==> src/hw/dmapp_pkg.sv <==
// dmapp_pkg: constants shared by the ping-pong receive channel files
// assumes a 32-bit system bus and a control table aligned to 1 KiB
package dmapp_pkg;

  // channel served by this instance; its bit in every attribute register
  localparam int unsigned DMAPP_CHANNEL = 8;

  // attribute register offsets on the register port (byte addresses)
  localparam logic [11:0] DMAPP_OFF_STATUS = 12'h000;
  localparam logic [11:0] DMAPP_OFF_CTLBASE = 12'h008;
  localparam logic [11:0] DMAPP_OFF_BURST_SET = 12'h018;
  localparam logic [11:0] DMAPP_OFF_BURST_CLR = 12'h01c;
  localparam logic [11:0] DMAPP_OFF_MASK_SET = 12'h020;
  localparam logic [11:0] DMAPP_OFF_MASK_CLR = 12'h024;
  localparam logic [11:0] DMAPP_OFF_ENA_SET = 12'h028;
  localparam logic [11:0] DMAPP_OFF_ENA_CLR = 12'h02c;
  localparam logic [11:0] DMAPP_OFF_ALT_SET = 12'h030;
  localparam logic [11:0] DMAPP_OFF_ALT_CLR = 12'h034;
  localparam logic [11:0] DMAPP_OFF_PRIO_SET = 12'h038;
  localparam logic [11:0] DMAPP_OFF_PRIO_CLR = 12'h03c;

  // status register bit positions
  localparam int unsigned DMAPP_STAT_BUSY = 0;
  localparam int unsigned DMAPP_STAT_ALT = 1;

  // control table layout
  localparam logic [31:0] DMAPP_CTLBASE_MASK = 32'hffff_fc00;
  localparam logic [31:0] DMAPP_PRI_OFF = 32'h0000_0080;
  localparam logic [31:0] DMAPP_ALT_OFF = 32'h0000_0200;
  localparam logic [31:0] DMAPP_SRC_OFF = 32'h0000_0000;
  localparam logic [31:0] DMAPP_DST_OFF = 32'h0000_0004;
  localparam logic [31:0] DMAPP_CTL_OFF = 32'h0000_0008;

  // control word fields
  localparam int unsigned DMAPP_MODE_LSB = 0;
  localparam int unsigned DMAPP_MODE_W = 3;
  localparam int unsigned DMAPP_NXTB_BIT = 3;
  localparam int unsigned DMAPP_SIZE_LSB = 4;
  localparam int unsigned DMAPP_SIZE_W = 10;
  localparam int unsigned DMAPP_ARB_LSB = 14;
  localparam int unsigned DMAPP_ARB_W = 4;
  localparam int unsigned DMAPP_SSZ_LSB = 24;
  localparam int unsigned DMAPP_SINC_LSB = 26;
  localparam int unsigned DMAPP_DSZ_LSB = 28;
  localparam int unsigned DMAPP_DINC_LSB = 30;

  // field encodings
  localparam logic [2:0] DMAPP_MODE_STOP = 3'h0;
  localparam logic [2:0] DMAPP_MODE_PINGPONG = 3'h3;
  localparam logic [1:0] DMAPP_INC_NONE = 2'h3;
  localparam logic [3:0] DMAPP_ARB_MAX_LOG = 4'ha;
  localparam logic [10:0] DMAPP_ARB_CAP = 11'h400;

  // values after reset
  localparam logic DMAPP_RST_BIT = 1'b0;
  localparam logic [31:0] DMAPP_RST_WORD = 32'h0000_0000;

  // engine states, gray coded along the transfer path
  typedef enum logic [3:0] {
    DMAPP_IDLE = 4'h0,
    DMAPP_F_SRC = 4'h1,
    DMAPP_F_DST = 4'h3,
    DMAPP_F_CTL = 4'h2,
    DMAPP_F_CHK = 4'h6,
    DMAPP_X_DEC = 4'h7,
    DMAPP_X_RD = 4'h5,
    DMAPP_X_CAP = 4'h4,
    DMAPP_X_WR = 4'hc,
    DMAPP_WB = 4'hd
  } dmapp_state_t;

endpackage

==> src/hw/dmapp_addr_gen.sv <==
// dmapp_addr_gen: current item address from an inclusive end pointer
// assumes remain_i counts the items still to move after this one
`timescale 1ns/1ps
module dmapp_addr_gen
  import dmapp_pkg::*;
(
  // end pointer and step
  input wire logic [31:0] end_i,
  input wire logic [1:0] inc_i,
  input wire logic [9:0] remain_i,
  // resulting address
  output logic [31:0] addr_o
);

  // walk backward from the end pointer; a fixed address never moves
  always_comb begin
    if (inc_i == DMAPP_INC_NONE) begin
      addr_o = end_i; // RULE8
    end else begin
      addr_o = end_i - ({22'h000000, remain_i} << inc_i); // RULE7 RULE9
    end
  end

endmodule

==> src/hw/dmapp_channel.sv <==
// dmapp_channel: one ping-pong receive channel of a dma controller
// assumes memory answers a read in the next cycle and never stalls
//
// Behaviour
// RULE1 - enabled requested channel fills buffer via primary
// RULE2 - primary exhausted: switch to alternate automatically
// RULE3 - finished structure written stopped, completion signalled
// RULE4 - mode field bits 2:0 value 3 is ping-pong
// RULE5 - primary at table offset, alternate +0x200
// RULE6 - structure words: source, destination, control
// RULE7 - addresses count backward from inclusive end pointers
// RULE8 - source increment 3 keeps source address fixed
// RULE9 - destination increment 0 steps one byte
// RULE10 - size fields zero select byte items
// RULE11 - arbitration field sets items per round
// RULE12 - count field holds items minus one
// RULE13 - burst moves up to round, single moves one
// RULE14 - burst-only bit ignores single requests
// RULE15 - cleared mask bit lets requests through
// RULE16 - priority set and clear choose high priority
// RULE17 - alternate-select clear restarts from primary
// RULE18 - enable-set bit enables the channel
// RULE19 - software treats stopped mode as buffer full
// RULE20 - software rewrites completed control words
// RULE21 - next-use-burst bit ignored in ping-pong
// RULE22 - software keeps increment no smaller than size
// RULE23 - alternate done also stops, signals, returns primary
`timescale 1ns/1ps
module dmapp_channel
  import dmapp_pkg::*;
(
  // clock and reset
  input wire logic clk_i,
  input wire logic rst_i,
  // register port
  input wire logic [11:0] reg_addr_i,
  input wire logic [31:0] reg_wdata_i,
  input wire logic reg_wr_i,
  input wire logic reg_rd_i,
  output logic [31:0] reg_rdata_o,
  // peripheral requests and answers
  input wire logic req_single_i,
  input wire logic req_burst_i,
  output logic round_end_o,
  output logic done_o,
  output logic prio_high_o,
  // system memory master
  output logic mem_rd_o,
  output logic mem_wr_o,
  output logic [31:0] mem_addr_o,
  output logic [31:0] mem_wdata_o,
  output logic [1:0] mem_size_o,
  input wire logic [31:0] mem_rdata_i
);
  // items allowed in one round before the channel lets go of the bus
  function automatic logic [10:0] round_quota(input logic burst,
                                               input logic [3:0] arb);
    round_quota = !burst ? 11'h001 :
      (arb >= DMAPP_ARB_MAX_LOG) ? DMAPP_ARB_CAP : 11'h001 << arb;
  endfunction
  // attribute state
  logic ena_q, burst_only_q, mask_q, alt_q, prio_q;
  logic [31:0] base_q, rdata_q;
  // engine state
  dmapp_state_t st_q;
  logic [31:0] src_end_q, dst_end_q, ctl_q;
  logic [9:0] remain_q;
  logic [10:0] moved_q;
  logic burst_q, last_q, mem_rd_q, mem_wr_q;
  logic [31:0] mem_addr_q, mem_wdata_q;
  logic [1:0] size_q;
  // decoded helpers
  logic wr_bit, stop_now, done_now, go, last_item, round_full;
  logic [31:0] struct_base, src_addr, dst_addr, ctl_next, rd_val;
  logic [9:0] remain_sel;
  // attribute set and clear strobes act on this channel's bit only
  assign wr_bit = reg_wdata_i[DMAPP_CHANNEL];
  // a structure found not rewritten stops the channel
  assign stop_now = (st_q == DMAPP_X_DEC) &&
    (ctl_q[DMAPP_MODE_LSB +: DMAPP_MODE_W] != DMAPP_MODE_PINGPONG); // RULE4
  assign done_now = (st_q == DMAPP_WB) && last_q;
  // burst requests always count, single ones only when allowed
  assign go = ena_q && !mask_q && (req_burst_i ||
    (req_single_i && !burst_only_q)); // RULE1 RULE14 RULE15
  // primary entry, or the alternate one a fixed distance above it
  assign struct_base = base_q + DMAPP_PRI_OFF +
    (alt_q ? DMAPP_ALT_OFF : 32'h0000_0000); // RULE5
  assign last_item = (remain_q == 10'h000);
  assign round_full = ((moved_q + 11'h001) >=
    round_quota(burst_q, ctl_q[DMAPP_ARB_LSB +: DMAPP_ARB_W])); // RULE11 RULE13
  // remaining count that belongs to the item about to be addressed
  always_comb begin
    if (st_q == DMAPP_X_DEC) begin
      remain_sel = ctl_q[DMAPP_SIZE_LSB +: DMAPP_SIZE_W]; // RULE12
    end else if (st_q == DMAPP_X_WR) begin
      remain_sel = remain_q - 10'h001;
    end else begin
      remain_sel = remain_q;
    end
  end
  // updated control word; the next-burst bit is carried, never obeyed
  always_comb begin
    ctl_next = ctl_q; // RULE21
    if (last_item) begin
      ctl_next[DMAPP_MODE_LSB +: DMAPP_MODE_W] = DMAPP_MODE_STOP; // RULE3
      ctl_next[DMAPP_SIZE_LSB +: DMAPP_SIZE_W] = 10'h000;
    end else begin
      ctl_next[DMAPP_SIZE_LSB +: DMAPP_SIZE_W] = remain_q - 10'h001;
    end
  end
  // current item addresses, both walked back from their end pointers
  dmapp_addr_gen u_src_addr (
    .end_i(src_end_q), .inc_i(ctl_q[DMAPP_SINC_LSB +: 2]),
    .remain_i(remain_sel), .addr_o(src_addr));
  dmapp_addr_gen u_dst_addr (
    .end_i(dst_end_q), .inc_i(ctl_q[DMAPP_DINC_LSB +: 2]),
    .remain_i(remain_sel), .addr_o(dst_addr));
  // enable: software set wins over a stop found in the same cycle
  always_ff @(posedge clk_i or posedge rst_i) begin
    if (rst_i) begin
      ena_q <= DMAPP_RST_BIT;
    end else if (reg_wr_i && reg_addr_i == DMAPP_OFF_ENA_SET && wr_bit) begin
      ena_q <= 1'b1; // RULE18
    end else if (stop_now ||
                 (reg_wr_i && reg_addr_i == DMAPP_OFF_ENA_CLR && wr_bit)) begin
      ena_q <= 1'b0;
    end
  end
  // burst-only attribute
  always_ff @(posedge clk_i or posedge rst_i) begin
    if (rst_i) begin
      burst_only_q <= DMAPP_RST_BIT;
    end else if (reg_wr_i && wr_bit) begin
      if (reg_addr_i == DMAPP_OFF_BURST_SET) begin
        burst_only_q <= 1'b1;
      end else if (reg_addr_i == DMAPP_OFF_BURST_CLR) begin
        burst_only_q <= 1'b0; // RULE14
      end
    end
  end
  // request mask attribute
  always_ff @(posedge clk_i or posedge rst_i) begin
    if (rst_i) begin
      mask_q <= DMAPP_RST_BIT;
    end else if (reg_wr_i && wr_bit) begin
      if (reg_addr_i == DMAPP_OFF_MASK_SET) begin
        mask_q <= 1'b1;
      end else if (reg_addr_i == DMAPP_OFF_MASK_CLR) begin
        mask_q <= 1'b0; // RULE15
      end
    end
  end
  // priority only leaves the block; the arbiter sits elsewhere
  always_ff @(posedge clk_i or posedge rst_i) begin
    if (rst_i) begin
      prio_q <= DMAPP_RST_BIT;
    end else if (reg_wr_i && wr_bit) begin
      if (reg_addr_i == DMAPP_OFF_PRIO_SET) begin
        prio_q <= 1'b1; // RULE16
      end else if (reg_addr_i == DMAPP_OFF_PRIO_CLR) begin
        prio_q <= 1'b0; // RULE16
      end
    end
  end
  // structure select: the changeover beats a software write
  always_ff @(posedge clk_i or posedge rst_i) begin
    if (rst_i) begin
      alt_q <= DMAPP_RST_BIT;
    end else if (done_now) begin
      alt_q <= ~alt_q; // RULE2 RULE23
    end else if (reg_wr_i && wr_bit) begin
      if (reg_addr_i == DMAPP_OFF_ALT_SET) begin
        alt_q <= 1'b1;
      end else if (reg_addr_i == DMAPP_OFF_ALT_CLR) begin
        alt_q <= 1'b0; // RULE17
      end
    end
  end
  // control table base; low bits forced so entries stay aligned
  always_ff @(posedge clk_i or posedge rst_i) begin
    if (rst_i) begin
      base_q <= DMAPP_RST_WORD;
    end else if (reg_wr_i && reg_addr_i == DMAPP_OFF_CTLBASE) begin
      base_q <= reg_wdata_i & DMAPP_CTLBASE_MASK;
    end
  end
  // read decode; write-only and unmapped offsets read as zero
  always_comb begin
    rd_val = 32'h0000_0000;
    if (reg_addr_i == DMAPP_OFF_STATUS) begin
      rd_val[DMAPP_STAT_BUSY] = (st_q != DMAPP_IDLE);
      rd_val[DMAPP_STAT_ALT] = alt_q;
    end else if (reg_addr_i == DMAPP_OFF_CTLBASE) begin
      rd_val = base_q;
    end else if (reg_addr_i == DMAPP_OFF_BURST_SET) begin
      rd_val[DMAPP_CHANNEL] = burst_only_q;
    end else if (reg_addr_i == DMAPP_OFF_MASK_SET) begin
      rd_val[DMAPP_CHANNEL] = mask_q;
    end else if (reg_addr_i == DMAPP_OFF_ENA_SET) begin
      rd_val[DMAPP_CHANNEL] = ena_q;
    end else if (reg_addr_i == DMAPP_OFF_ALT_SET) begin
      rd_val[DMAPP_CHANNEL] = alt_q;
    end else if (reg_addr_i == DMAPP_OFF_PRIO_SET) begin
      rd_val[DMAPP_CHANNEL] = prio_q;
    end
  end
  // read data stands for exactly the cycle after the strobe
  always_ff @(posedge clk_i or posedge rst_i) begin
    if (rst_i) begin
      rdata_q <= DMAPP_RST_WORD;
    end else if (reg_rd_i) begin
      rdata_q <= rd_val;
    end else begin
      rdata_q <= 32'h0000_0000;
    end
  end
  // transfer engine; the structure is refetched on every round so
  // software rewrites between rounds are always seen
  always_ff @(posedge clk_i or posedge rst_i) begin
    if (rst_i) begin
      st_q <= DMAPP_IDLE;
      src_end_q <= DMAPP_RST_WORD;
      dst_end_q <= DMAPP_RST_WORD;
      ctl_q <= DMAPP_RST_WORD;
      remain_q <= 10'h000;
      moved_q <= 11'h000;
      burst_q <= 1'b0;
      last_q <= 1'b0;
      mem_rd_q <= 1'b0;
      mem_wr_q <= 1'b0;
      mem_addr_q <= DMAPP_RST_WORD;
      mem_wdata_q <= DMAPP_RST_WORD;
      size_q <= 2'h0;
    end else begin
      mem_rd_q <= 1'b0;
      mem_wr_q <= 1'b0;
      case (st_q)
        DMAPP_IDLE: begin
          if (go) begin
            st_q <= DMAPP_F_SRC;
            burst_q <= req_burst_i; // RULE13
            mem_rd_q <= 1'b1;
            mem_addr_q <= struct_base + DMAPP_SRC_OFF; // RULE6
          end
        end
        DMAPP_F_SRC: begin
          st_q <= DMAPP_F_DST;
          mem_rd_q <= 1'b1;
          mem_addr_q <= struct_base + DMAPP_DST_OFF; // RULE6
        end
        DMAPP_F_DST: begin
          st_q <= DMAPP_F_CTL;
          src_end_q <= mem_rdata_i;
          mem_rd_q <= 1'b1;
          mem_addr_q <= struct_base + DMAPP_CTL_OFF; // RULE6
        end
        DMAPP_F_CTL: begin
          st_q <= DMAPP_F_CHK;
          dst_end_q <= mem_rdata_i;
        end
        DMAPP_F_CHK: begin
          st_q <= DMAPP_X_DEC;
          ctl_q <= mem_rdata_i;
        end
        DMAPP_X_DEC: begin
          moved_q <= 11'h000;
          remain_q <= remain_sel;
          size_q <= ctl_q[DMAPP_SSZ_LSB +: 2]; // RULE10
          if (stop_now) begin
            st_q <= DMAPP_IDLE; // RULE23
          end else begin
            st_q <= DMAPP_X_RD;
            mem_rd_q <= 1'b1;
            mem_addr_q <= src_addr; // RULE8
          end
        end
        DMAPP_X_RD: begin
          st_q <= DMAPP_X_CAP;
        end
        DMAPP_X_CAP: begin
          st_q <= DMAPP_X_WR;
          mem_wr_q <= 1'b1;
          mem_addr_q <= dst_addr; // RULE9
          mem_wdata_q <= mem_rdata_i;
        end
        DMAPP_X_WR: begin
          moved_q <= moved_q + 11'h001;
          if (last_item || round_full) begin
            st_q <= DMAPP_WB;
            last_q <= last_item;
            mem_wr_q <= 1'b1;
            mem_addr_q <= struct_base + DMAPP_CTL_OFF;
            mem_wdata_q <= ctl_next; // RULE3
          end else begin
            st_q <= DMAPP_X_RD;
            remain_q <= remain_sel;
            mem_rd_q <= 1'b1;
            mem_addr_q <= src_addr;
          end
        end
        DMAPP_WB: begin
          st_q <= DMAPP_IDLE;
          last_q <= 1'b0;
        end
        default: begin
          st_q <= DMAPP_IDLE;
        end
      endcase
    end
  end
  // outputs
  assign reg_rdata_o = rdata_q;
  assign mem_rd_o = mem_rd_q;
  assign mem_wr_o = mem_wr_q;
  assign mem_addr_o = mem_addr_q;
  assign mem_wdata_o = mem_wdata_q;
  assign mem_size_o = size_q;
  assign prio_high_o = prio_q;
  assign round_end_o = (st_q == DMAPP_WB);
  assign done_o = done_now; // RULE3
endmodule

==> config.mk <==
export PLATFORM = sky130hd
export DESIGN_NAME = dmapp_channel
export DESIGN_NICKNAME = d
export VERILOG_FILES = /design/src/hw/dmapp_pkg.sv /design/src/hw/dmapp_addr_gen.sv /design/src/hw/dmapp_channel.sv
export SDC_FILE = /design/constraint.sdc
export NUM_CORES = 1
export LEC_CHECK = 0
export ABC_AREA = 1
export BUFFER_PORTS_ARGS = -buffer_cell sky130_fd_sc_hd__buf_2
export CORE_UTILIZATION = 55
export DETAILED_ROUTE_END_ITERATION = 8
export PLACE_DENSITY = 0.76
export RECOVER_POWER = 100
export SYNTH_ARGS = -nofsm -noshare
export SYNTH_HDL_FRONTEND = slang
export SYNTH_SLANG_ARGS = --single-unit
==> constraint.sdc <==
create_clock -name clk_i -period 8.2 [get_ports clk_i]
set_clock_uncertainty 0.1 [all_clocks]
set_input_delay 0.82 -clock clk_i [delete_from_list [all_inputs] [get_ports clk_i]]
set_output_delay 0.82 -clock clk_i [all_outputs]
set_load 0.02 [all_outputs]
==> flow_summary.toml <==
[drt]
first_pass_iters = 8
avgRoutedWirePerCell_um = 17.2
via_per_inst = 5.59
ant_nets = 0
drc = 12
routed_wl_um = 44400
drt_iter0_markers = 1426
dr_total_vias = 14500

[placement]
place_ws_ps = 3610
dpl.hpwl_um = 33200
gp_congestion = 0.968
port_buffers = 168

[timing]
final_hold_viol_count = 0
rsz0062_at_grt = "false"
setup_tns_ps = 0
fin_crit_ps = 6340
setup_viol = 0
drv_slew = 479
max_slew_margin = -2.58
fin_hold_ws_ps = 371
layout_setup_ws_ps = 1860
max_freq_mhz = 158
period_share = 0.773
worstMarginPinSlew_ps = 5340

[clock_network]
numCtsBuffers = 27
worstSkewPairLatency_ps = 550
cts-resized-gates = 0
clockBufferDepth = 3
cts_tree = "built"
root_buffer = "clkbuf_16"
clk_pin_slew_ps = 60
clkSinkCount = 243
cts_max_level = 1
hold_buffers = 0
post_cts_buffers = 0

[grt]
grt_first_pass_wirelength_um = 72100
grt_pass1_vias = 13800
grt_usage = 0.327
grt_max_degree = 118
overflow = 0
grt_antenna_before_repair = 0

[setup_path]
r2r-start = "st_q[0]"
critPathRequiredTime_ps = 8520
arrival_ps = 6660
critPathMaxStageDelay_ps = 920
start_kind = "register"
r2r_cells = 23
cpMaxStageDelayCell = "clkinvlp_2"
critPathKind = "reg -> reg"
path_max_fanout = 46
rrSetupSlack_ps = 1860
reg2reg_to = "mem_addr_o[29]"
cp-end-kind = "register"
crit_chain = "nor2_1 -> nand3_2 -> buf_4 -> inv_4 -> nor2_1 -> clkinvlp_2 -> o21ai_0 -> inv_1 -> o21ai_1 -> o21ai_0 -> ha_1 -> nand2_1 -> inv_1 -> nand2_1 -> nand2_1 -> nor2_1 -> nor2_1 -> nor2_1 -> nand4_1 -> nand3_1 -> nand3_1 -> nand2_1 -> nand2_1"

[floorplanning]
die_w_um = 166
die-area_mm2 = 0.0275
start_util = 0.563
core_mm2 = 0.0262
die_h_um = 166
rows = 59
io_pins = 185

[synth]
syn_area_mm2 = 0.0148
synth_cells = 2099
ys_seq_area_frac = 0.412
synth-seq-cells = 243
ys_warn_count = 0
synth_cell_type_count = 49
yosys.area.top_type = "dfrtp_1"
synth_area_leaders = "dfrtp_1, nand2_1, inv_1"
synth.avg_cell_area_um2 = 7.03
yosys.area.top_type_share = 0.412

[final_layout]
drive_above_1_share = 0.0715
nNetsFinal = 2359
layout_common_cells = "nand2_1, inv_1, dfrtp_1, nor2_1, o21ai_0"
mostFrequentLayoutCell = "nand2_1"
area.growth.synth_to_final_pct = 11.5
diodes = 0

[power]
p_leak_nw = 8.18
powerDensity_mw_per_mm2 = 467
peakVddDrop_mv = 0.460

[run_status]
status = "complete, but fails checks"
violations = "DRC, capacitance limit, slew limit"

[flow_run]
maxCapViolations = 8

[worst_hold_path]
min_path_cells = 2
hold_class = "reg -> reg"
hp-start = "ctl_q[18]"
worstHoldEndpoint = "ctl_q[18]"
==> through the flow <==
step	instance area, um2	power, mW	instances	utilization
final	16500	7.69	2587	0.628
after global routing	16500	8.38	2587	0.628
after CTS	16600	7.67	2587	0.635
after detailed placement	15800	6.42	2541	0.602
after global placement	15800	6.33	2541	0.602
after floorplan	14800	5.28	2105	-
==> synthesized netlist by cell type (all sizes together) <==
| cell type | n |
|---|---|
| clkinv | 1 |
| xnor2 | 8 |
| ha | 40 |
| nand2 | 668 |
| nor3 | 34 |
| o211ai | 7 |
| a31oi | 26 |
| a22o | 1 |
| buf | 41 |
| o21a | 1 |
| or2 | 10 |
| clkbuf | 38 |
| a21oi | 58 |
| nand3b | 1 |
| mux2i | 9 |
| a22oi | 1 |
| o22ai | 16 |
| xor2 | 17 |
| nor4 | 5 |
| nor3b | 3 |
| nand4 | 35 |
| and3 | 2 |
| mux2 | 14 |
| nor2 | 195 |
| o21bai | 3 |
| nand3 | 161 |
| fa | 2 |
| inv | 258 |
| o221ai | 1 |
| conb | 1 |
| o21ai | 196 |
| dfrtp | 243 |
| and2 | 3 |
==> power by group <==
group | switching [mW] | internal, mW | leakage [nW] | total [mW]
combinational | 3.06 | 1.42 | 4.81 | 4.48
clock | 0.502 | 0.707 | 0.434 | 1.21
sequential | 0.362 | 1.64 | 2.93 | 2.00
total | 3.92 | 3.77 | 8.18 | 7.69
==> how the worst max path moves through the flow <==
stage | startpoint | slack, ps | cells after the start | endpoint
2_1_floorplan | rst_i | 610 | 1 | alt_q
5_1_grt | st_q[0] | 1550 | 23 | mem_addr_o[29]
4_1_cts | st_q[1] | 3580 | 22 | mem_addr_o[29]
6_report | st_q[0] | 1860 | 23 | mem_addr_o[29]
3_3_place_gp | st_q[0] | 3660 | 23 | mem_addr_o[29]
3_5_place_dp | st_q[1] | 3610 | 24 | mem_addr_o[29]
==> worst max-delay path: cells and delay by family (launching register included) <==
kind,cells,cell delay [ps]
DFF,1,400
buffers and inverters,5,1800
AOI/OAI and AO/OA,3,1050
adders and majority gates,1,420
and+or+nand+nor,14,2370
==> flip-flops by register name (all words and copies together), names as in the netlist, 2 cells and up <==
name and count:
base_q 22, ctl_q 32, dst_end_q 32, mem_addr_o 32, mem_size_o 2, mem_wdata_o 32, moved_q 11, reg_rdata_o 25
remain_q 10, src_end_q 32, st_q 4
==> area by class of cell <==
class | count | area (um2)
fillers | 2516 | 9750
multi-input cells | 1524 | 7330
flip-flops and latches | 243 | 6080
inverters | 259 | 977
repair buffers | 180 | 787
clock buffers | 36 | 759
well taps | 335 | 419
clock inverters | 10 | 104
==> layer usage <==
metal,GRT usage,wire length (um),vias to the layer above
li1,-,-,7021
met1,0.447,19500,6765
met3,0.0436,2990,99
met2,0.524,20000,565
met4,0.139,2010,0
met5,0,0,-
==> logic make-up (layout without fill, tap and decap cells) <==
family | count (synthesis) | after routing | synth area share
and+or+nand+nor | 1117 | 1117 | 0.315
buffers and inverters | 338 | 485 | 0.0916
AOI/OAI and AO/OA | 310 | 310 | 0.112
DFF | 243 | 243 | 0.412
adders and majority gates | 42 | 42 | 0.0366
xor gates and xnor gates | 25 | 25 | 0.0148
muxes | 23 | 23 | 0.0168
other | 1 | 7 | 0.000254
(Power assumes the default switching activity.)
